## config.mk

```make
export PLATFORM = sky130hd
export DESIGN_NAME = motor_drive_alarm_encoder
export DESIGN_NICKNAME = d
export VERILOG_FILES = /design/src/common/alarm_pkg.sv /design/src/common/blink_if.sv /design/src/rtl/motor_drive_alarm_encoder.sv /design/src/rtl/led_blinker.sv
export SDC_FILE = /design/constraint.sdc
export NUM_CORES = 1
export LEC_CHECK = 0
export BUFFER_PORTS_ARGS = -buffer_cell sky130_fd_sc_hd__buf_2
export CORE_ASPECT_RATIO = 2
export CORE_UTILIZATION = 42
export CTS_CLUSTER_DIAMETER = 80
export DETAILED_ROUTE_END_ITERATION = 16
export SETUP_SLACK_MARGIN = 0.02
export SLEW_MARGIN = 10
export SYNTH_ARGS = -nofsm -noshare
export SYNTH_HDL_FRONTEND = slang
export SYNTH_SLANG_ARGS = --single-unit
```

## constraint.sdc

```tcl
create_clock -name I_CLK -period 4.88 [get_ports I_CLK]
set_input_delay 0.244 -clock I_CLK [delete_from_list [all_inputs] [get_ports I_CLK]]
set_output_delay 0.244 -clock I_CLK [all_outputs]
set_load 0.01 [all_outputs]
```

## src/common/alarm_pkg.sv

```systemverilog
// Alarm codes, blink counts, timing and state types for the alarm encoder
// How it works
// RULE_01: With the other-axis alarm setting on and any axis in alarm, code 35h with 2 blinks is raised, cleared by any reset.
// RULE_02: Corrupted controller parameter data raises code 41h with 9 blinks, cleared only by a power cycle.
// RULE_03: A position sensor fault during power-up raises code 42h with 8 blinks, cleared only by a power cycle.
// RULE_04: A shaft found rotating at power-up raises code 43h with 8 blinks, cleared only by a power cycle.
// RULE_05: Corrupted data inside the position sensor raises code 44h with 8 blinks, cleared only by a power cycle.
// RULE_06: An unsupported motor type raises code 45h with 8 blinks, cleared only by a power cycle.
// RULE_07: An absolute move started without coordinates raises code 4Ah with 7 blinks unless permitted, cleared by any reset.
// RULE_08: With the regen overheat alarm on, overheat or a missing resistor raises code 51h with 2 blinks, cleared by any reset.
// RULE_09: After an other-axis alarm is resolved the host resets each affected axis separately.
// RULE_10: The active code is latched and its blink pattern repeats until its own clearing condition occurs;
// the code also lets a power-cycle cause displace a latched resettable code before that.
package alarm_pkg;

  // ----------------------------------------
  // Alarm codes
  // ----------------------------------------
  localparam logic [7:0] CODE_NONE          = 8'h00;
  localparam logic [7:0] CODE_OTHER_AXIS    = 8'h35;
  localparam logic [7:0] CODE_PARAM_CORRUPT = 8'h41;
  localparam logic [7:0] CODE_SENSOR_PWRUP  = 8'h42;
  localparam logic [7:0] CODE_ROTATE_PWRUP  = 8'h43;
  localparam logic [7:0] CODE_SENSOR_DATA   = 8'h44;
  localparam logic [7:0] CODE_MOTOR_TYPE    = 8'h45;
  localparam logic [7:0] CODE_NO_COORD      = 8'h4A;
  localparam logic [7:0] CODE_REGEN_HOT     = 8'h51;

  localparam int         NUM_CAUSES = 8;
  localparam logic [3:0] BLINKS_2   = 4'h2;
  localparam logic [3:0] BLINKS_7   = 4'h7;
  localparam logic [3:0] BLINKS_8   = 4'h8;
  localparam logic [3:0] BLINKS_9   = 4'h9;

  // ----------------------------------------
  // Blink timing
  // ----------------------------------------
  localparam longint CLK_HZ       = 100_000_000;
  localparam longint BLINK_ON_MS  = 200;
  localparam longint BLINK_OFF_MS = 200;
  localparam longint BLINK_GAP_MS = 1000;
  localparam int     ON_CYC       = int'(BLINK_ON_MS * CLK_HZ / 1000);
  localparam int     OFF_CYC      = int'(BLINK_OFF_MS * CLK_HZ / 1000);
  localparam int     GAP_CYC      = int'(BLINK_GAP_MS * CLK_HZ / 1000);

  typedef enum logic [3:0] {
    BL_IDLE = 4'h1,
    BL_ON   = 4'h2,
    BL_OFF  = 4'h4,
    BL_GAP  = 4'h8
  } blink_state_e;

  // Cause index to code; lower index wins, power-cycle causes first
  function automatic logic [7:0] code_of(input int idx);
    case (idx)
      0:       code_of = CODE_PARAM_CORRUPT;
      1:       code_of = CODE_SENSOR_PWRUP;
      2:       code_of = CODE_ROTATE_PWRUP;
      3:       code_of = CODE_SENSOR_DATA;
      4:       code_of = CODE_MOTOR_TYPE;
      5:       code_of = CODE_OTHER_AXIS;
      6:       code_of = CODE_NO_COORD;
      default: code_of = CODE_REGEN_HOT;
    endcase
  endfunction

  function automatic logic [3:0] blinks_of(input logic [7:0] code);
    case (code)
      CODE_PARAM_CORRUPT:                  blinks_of = BLINKS_9;
      CODE_NO_COORD:                       blinks_of = BLINKS_7;
      CODE_OTHER_AXIS, CODE_REGEN_HOT:     blinks_of = BLINKS_2;
      CODE_NONE:                           blinks_of = 4'h0;
      default:                             blinks_of = BLINKS_8;
    endcase
  endfunction

  function automatic logic resettable(input logic [7:0] code);
    resettable = (code == CODE_OTHER_AXIS) || (code == CODE_NO_COORD)
              || (code == CODE_REGEN_HOT);
  endfunction

endpackage

```

## src/common/blink_if.sv

```systemverilog
// Carrier between the alarm latch and the LED blink sequencer
`timescale 1ns/10ps
`default_nettype none
interface blink_if;
  logic       active;
  logic [3:0] blinks;
  logic       led;
  modport src (output active, output blinks, input led);
  modport seq (input active, input blinks, output led);
endinterface
`default_nettype wire

```

## src/rtl/motor_drive_alarm_encoder.sv

```systemverilog
// Alarm detection, latching and LED reporting for the multi-axis driver
`timescale 1ns/10ps
`default_nettype none
module motor_drive_alarm_encoder
  import alarm_pkg::*;
#(
  parameter int NUM_AXES   = 4,
  parameter int ON_CYCLES  = ON_CYC,
  parameter int OFF_CYCLES = OFF_CYC,
  parameter int GAP_CYCLES = GAP_CYC
) (
  input  wire logic                I_CLK,
  input  wire logic                I_SYS_RST,
  input  wire logic                I_ALM_RESET,
  input  wire logic                I_PWRUP_CHECK,
  input  wire logic                I_OTHER_AXIS_EN,
  input  wire logic [NUM_AXES-1:0] I_AXIS_ALM,
  input  wire logic                I_PARAM_CORRUPT,
  input  wire logic                I_SENSOR_FAULT,
  input  wire logic                I_SHAFT_ROTATING,
  input  wire logic                I_SENSOR_DATA_BAD,
  input  wire logic                I_MOTOR_UNSUPPORTED,
  input  wire logic                I_ABS_MOVE_START,
  input  wire logic                I_COORD_SET,
  input  wire logic                I_ABS_NOCOORD_PERMIT,
  input  wire logic                I_REGEN_ALM_EN,
  input  wire logic                I_REGEN_OVERHEAT,
  input  wire logic                I_REGEN_PRESENT,
  output logic                     O_ALARM,
  output logic [7:0]               O_ALM_CODE,
  output logic                     O_PWR_CYCLE_ONLY,
  output logic                     O_LED
);

  logic [NUM_CAUSES-1:0] det;
  logic [7:0]            new_code;
  logic                  new_valid;
  logic [7:0]            code_r;
  logic                  take;

  blink_if bl ();

  // ----------------------------------------
  // Cause detection
  // ----------------------------------------
  always_comb begin
    // RULE_02 controller data corrupt
    det[0] = I_PARAM_CORRUPT;
    // RULE_03 sensor fault power-up
    det[1] = I_PWRUP_CHECK && I_SENSOR_FAULT;
    // RULE_04 rotation at power-up
    det[2] = I_PWRUP_CHECK && I_SHAFT_ROTATING;
    // RULE_05 sensor data corrupt
    det[3] = I_SENSOR_DATA_BAD;
    // RULE_06 unsupported motor
    det[4] = I_MOTOR_UNSUPPORTED;
    // RULE_01 other axis alarm
    det[5] = I_OTHER_AXIS_EN && (|I_AXIS_ALM);
    // RULE_07 move without coordinates
    det[6] = I_ABS_MOVE_START && !I_COORD_SET && !I_ABS_NOCOORD_PERMIT;
    // RULE_08 regen resistor fault
    det[7] = I_REGEN_ALM_EN && (I_REGEN_OVERHEAT || !I_REGEN_PRESENT);
  end

  // Lowest index wins; power-cycle causes sit at the low indices
  always_comb begin
    new_code  = CODE_NONE;
    new_valid = 1'b0;
    for (int i = NUM_CAUSES - 1; i >= 0; i--) begin
      if (det[i]) begin
        new_code  = code_of(i);
        new_valid = 1'b1;
      end
    end
  end

  // ----------------------------------------
  // Alarm latch
  // ----------------------------------------
  // A power-cycle alarm may displace a resettable one, never the reverse.
  // Detection in the reset cycle wins over the clear.
  assign take = new_valid && (code_r == CODE_NONE
             || (resettable(code_r) && (I_ALM_RESET || !resettable(new_code))));

  // RULE_10 latch until cleared
  always_ff @(posedge I_CLK) begin
    if (I_SYS_RST) begin
      code_r <= CODE_NONE;
    end else if (take) begin
      code_r <= new_code;
    end else if (I_ALM_RESET && resettable(code_r)) begin
      code_r <= CODE_NONE;
    end
  end

  assign O_ALM_CODE       = code_r;
  assign O_ALARM          = (code_r != CODE_NONE);
  assign O_PWR_CYCLE_ONLY = O_ALARM && !resettable(code_r);

  // ----------------------------------------
  // LED reporting
  // ----------------------------------------
  // RULE_10 blink count from code
  assign bl.active = O_ALARM;
  assign bl.blinks = blinks_of(code_r);
  assign O_LED     = bl.led;

  led_blinker #(
    .ON_CYCLES  (ON_CYCLES),
    .OFF_CYCLES (OFF_CYCLES),
    .GAP_CYCLES (GAP_CYCLES)
  ) u_blink (
    .i_clk (I_CLK),
    .i_rst (I_SYS_RST),
    .bl    (bl.seq)
  );
endmodule // motor_drive_alarm_encoder
`default_nettype wire

```

## src/rtl/led_blinker.sv

```systemverilog
// LED blink sequencer: N pulses then a gap, repeated while an alarm stands
`timescale 1ns/10ps
`default_nettype none
module led_blinker
  import alarm_pkg::*;
#(
  parameter int ON_CYCLES  = ON_CYC,
  parameter int OFF_CYCLES = OFF_CYC,
  parameter int GAP_CYCLES = GAP_CYC
) (
  input  wire logic i_clk,
  input  wire logic i_rst,
  blink_if.seq      bl
);

  blink_state_e state_r;
  logic [31:0]  tmr_r;
  logic [3:0]   left_r;

  // ----------------------------------------
  // Sequencer
  // ----------------------------------------
  // Blink pattern repeats
  always_ff @(posedge i_clk) begin
    if (i_rst || !bl.active) begin
      state_r <= BL_IDLE;
      tmr_r   <= 32'h0;
      left_r  <= 4'h0;
    end else begin
      case (state_r)
        BL_IDLE: begin
          state_r <= BL_ON;
          tmr_r   <= 32'(ON_CYCLES - 1);
          left_r  <= bl.blinks;
        end
        BL_ON: begin
          if (tmr_r == 32'h0) begin
            state_r <= BL_OFF;
            tmr_r   <= 32'(OFF_CYCLES - 1);
            left_r  <= left_r - 4'h1;
          end else begin
            tmr_r <= tmr_r - 32'h1;
          end
        end
        BL_OFF: begin
          if (tmr_r != 32'h0) begin
            tmr_r <= tmr_r - 32'h1;
          end else if (left_r == 4'h0) begin
            state_r <= BL_GAP;
            tmr_r   <= 32'(GAP_CYCLES - 1);
          end else begin
            state_r <= BL_ON;
            tmr_r   <= 32'(ON_CYCLES - 1);
          end
        end
        BL_GAP: begin
          // Return to BL_IDLE, which reloads the count, so a code change shows from the next burst
          if (tmr_r == 32'h0) begin
            state_r <= BL_IDLE;
          end else begin
            tmr_r <= tmr_r - 32'h1;
          end
        end
        default: state_r <= BL_IDLE;
      endcase
    end
  end

  always_ff @(posedge i_clk) begin
    if (i_rst) begin
      bl.led <= 1'b0;
    end else begin
      bl.led <= bl.active && (state_r == BL_IDLE || (state_r == BL_ON && tmr_r != 32'h0));
    end
  end

endmodule // led_blinker
`default_nettype wire

```

==> impl_metrics.json <==
{
  "status": "completed",
  "yosysSeqAreaShare_pct": 32.0,
  "htree_levels": 2,
  "tns_ns": 0,
  "end_kind": "flop",
  "crit_fanout": 9,
  "required_ns": 5.12,
  "pre_cts_ws_ns": 2.04,
  "synth.area.top_cells": "dfxtp_1 (32%), a21oi_1 (4.3%), nor2_1 (4.1%)",
  "fin_skew_ns": 0.00442,
  "cts_sinks": 48,
  "power.density_nw_per_um2": 628,
  "worstReg2RegStart": "u_blink.tmr_r[0]",
  "syn_inst": 371,
  "max_slew_margin_pct": 19.1,
  "antenna_found_initial": 0,
  "ios": 31,
  "tritoncts": "yes",
  "worstHoldStart": "I_SYS_RST",
  "root_buffer": "clkbuf_16",
  "cts_buffers": 5,
  "gp_congestion": 0.884,
  "hold_buffers": 0,
  "via_count": 3055,
  "grt_pass1_wl_um": 14400,
  "ant_nets": 0,
  "synthesis.nets": 393,
  "die_h_um": 122,
  "startpoint": "u_blink.tmr_r[0]",
  "rows": 43,
  "groute.usage.overall_pct": 25.9,
  "core_area_um2": 6940,
  "maxSlewViolCount": 0,
  "routed_wl_um": 8590,
  "drc_errors": 0,
  "ctsResizeCount": 0,
  "worstMarginPinSlew_ns": 1.20,
  "crit_arrival_ns": 3.15,
  "hold_class": "input pin to flop",
  "async_reset_ff_share_pct": 0,
  "layout-drive-gt1-share_pct": 14.3,
  "worstSetupPathType": "flop to flop",
  "nFillCells": 681,
  "diodes": 0,
  "setup_viol": 0,
  "critPathLaunchType": "flop",
  "fin_ws_ns": 1.97,
  "nets": 412,
  "start_util_pct": 43.3,
  "wl_per_cell_um": 17.9,
  "fp.dieW_um": 61.8,
  "cts_buffer_depth": 2,
  "ys_ff_latch": 48,
  "timing.max_cap.violations": 0,
  "drtIter0Drc": 181,
  "final_util_pct": 48.6,
  "syn_to_final_growth_pct": 12.3,
  "globalRouteOverflowTotal": 0,
  "die-area_um2": 7510,
  "p_leak_nw": 1.22,
  "final_cell_mix": "dfxtp_1 (48), nor2_1 (33), buf_2 (29)",
  "synth_top_area_share_pct": 32.0,
  "finalPower_mw": 2.12,
  "finalHoldViolations": 0,
  "peakVddDrop_mv": 0.240,
  "synth_edf_count": 0,
  "grt_pass1_vias": 2997,
  "fmax_ghz": 0.343,
  "drt_pass1_iterations": 4,
  "clock_latency_ns": 0.30,
  "cts_setup_buffers": 0,
  "portBuffers": 29,
  "min_period_over_period_pct": 59.7,
  "hpwl_um": 6570,
  "fin_hold_ws_ns": 0.159,
  "yosysWarnings": 0,
  "synth_flop_cell": "dfxtp_1",
  "fin_crit_ns": 2.91,
  "path_clk_slew_ns": 0.06,
  "layout_commonest_cell": "dfxtp_1",
  "syn_avg_cell_area_um2": 8.09,
  "ys_types": 66,
  "rsz0062_at_grt": "false",
  "synth_area_um2": 3000,
  "synth_top_area_cell": "dfxtp_1",
  "vias_per_cell": 6.35,
  "grt_max_degree": 31
}
## synthesized netlist by cell type (4+ instances only)
master and n:
or3_1 10, a211oi_1 5, inv_1 11, o211ai_1 6, or4_1 15, nor2_1 33, nand2_1 20, o21ai_0 14
nor3_1 14, and2_1 5, a32o_1 5, dfxtp_1 48, clkbuf_1 13, nand4_1 9, a21oi_1 26, nand3_1 8
o21ai_1 4, nand4b_1 4, a211o_1 4, nor4_1 6, o41ai_1 7, o2111ai_1 4, a31oi_1 11, buf_2 5
o31ai_1 12
## where the power goes
group	internal, mW	total [mW]	switching [mW]
combinational	0.405	1.11	0.704
sequential	0.486	0.618	0.132
clock	0.241	0.391	0.150
## critical path, stage by stage (launching register included)
cell,delay [ns]
dfxtp_1,0.35
inv_1,0.07
ha_1,0.17
nor3b_2,0.48
nand4_1,0.37
nor4_1,1.07
or3_1,0.22
a32o_1,0.12
## area by class of cell
cell class / instances / area, um2 / share of cell area [%]
Multi-Input combinational cell: 291 / 1920 / 56.9
Sequential cell: 48 / 961 / 28.5
Timing Repair Buffer: 33 / 175 / 5.19
Clock buffer: 6 / 129 / 3.82
Tap cell: 90 / 113 / 3.34
Inverter: 11 / 41.3 / 1.22
Clock inverter: 2 / 35.0 / 1.04
## per-layer routing
layer,vias to the layer above,routed length (um),track usage (%)
met5,-,0,0
met4,0,320,14.6
met3,18,280,3.18
met2,88,4890,46.8
met1,1446,3100,26.9
li1,1503,-,-
## cell families after synthesis
kind of cell,after synthesis,synth area share [%]
compound gates,121,28.2
xor+xnor,3,0.875
fa+ha+maj,2,0.833
buf+inv,32,4.58
flops,48,32.0
mux,1,0.333
other cells,1,0.125
simple gates,163,33.1
## final timing paths
kind | to | slack (ns) | depth (start not counted)
worst min register to register | u_blink.tmr_r[31] | 0.49 | 2
worst max-delay path | u_blink.tmr_r[18] | 1.97 | 7
worst min-delay path | O_ALM_CODE[6] | 0.16 | 2
worst max register to register | u_blink.tmr_r[18] | 1.97 | 7
## stage by stage
stage	cells	area, um2
5_1_grt	481	3370
4_1_cts	481	3370
3_3_place_gp	473	3210
2_1_floorplan	371	3000
3_5_place_dp	473	3210
6_report	481	3370
## state kept, by name, indices dropped and copies added, names as in the netlist
| register | count |
|---|---|
| u_blink.bl.led | 1 |
| O_ALM_CODE | 7 |
| u_blink.left_r | 4 |
| u_blink.state_r | 4 |
| u_blink.tmr_r | 32 |
Note: power is estimated with default switching activity, not from simulation.
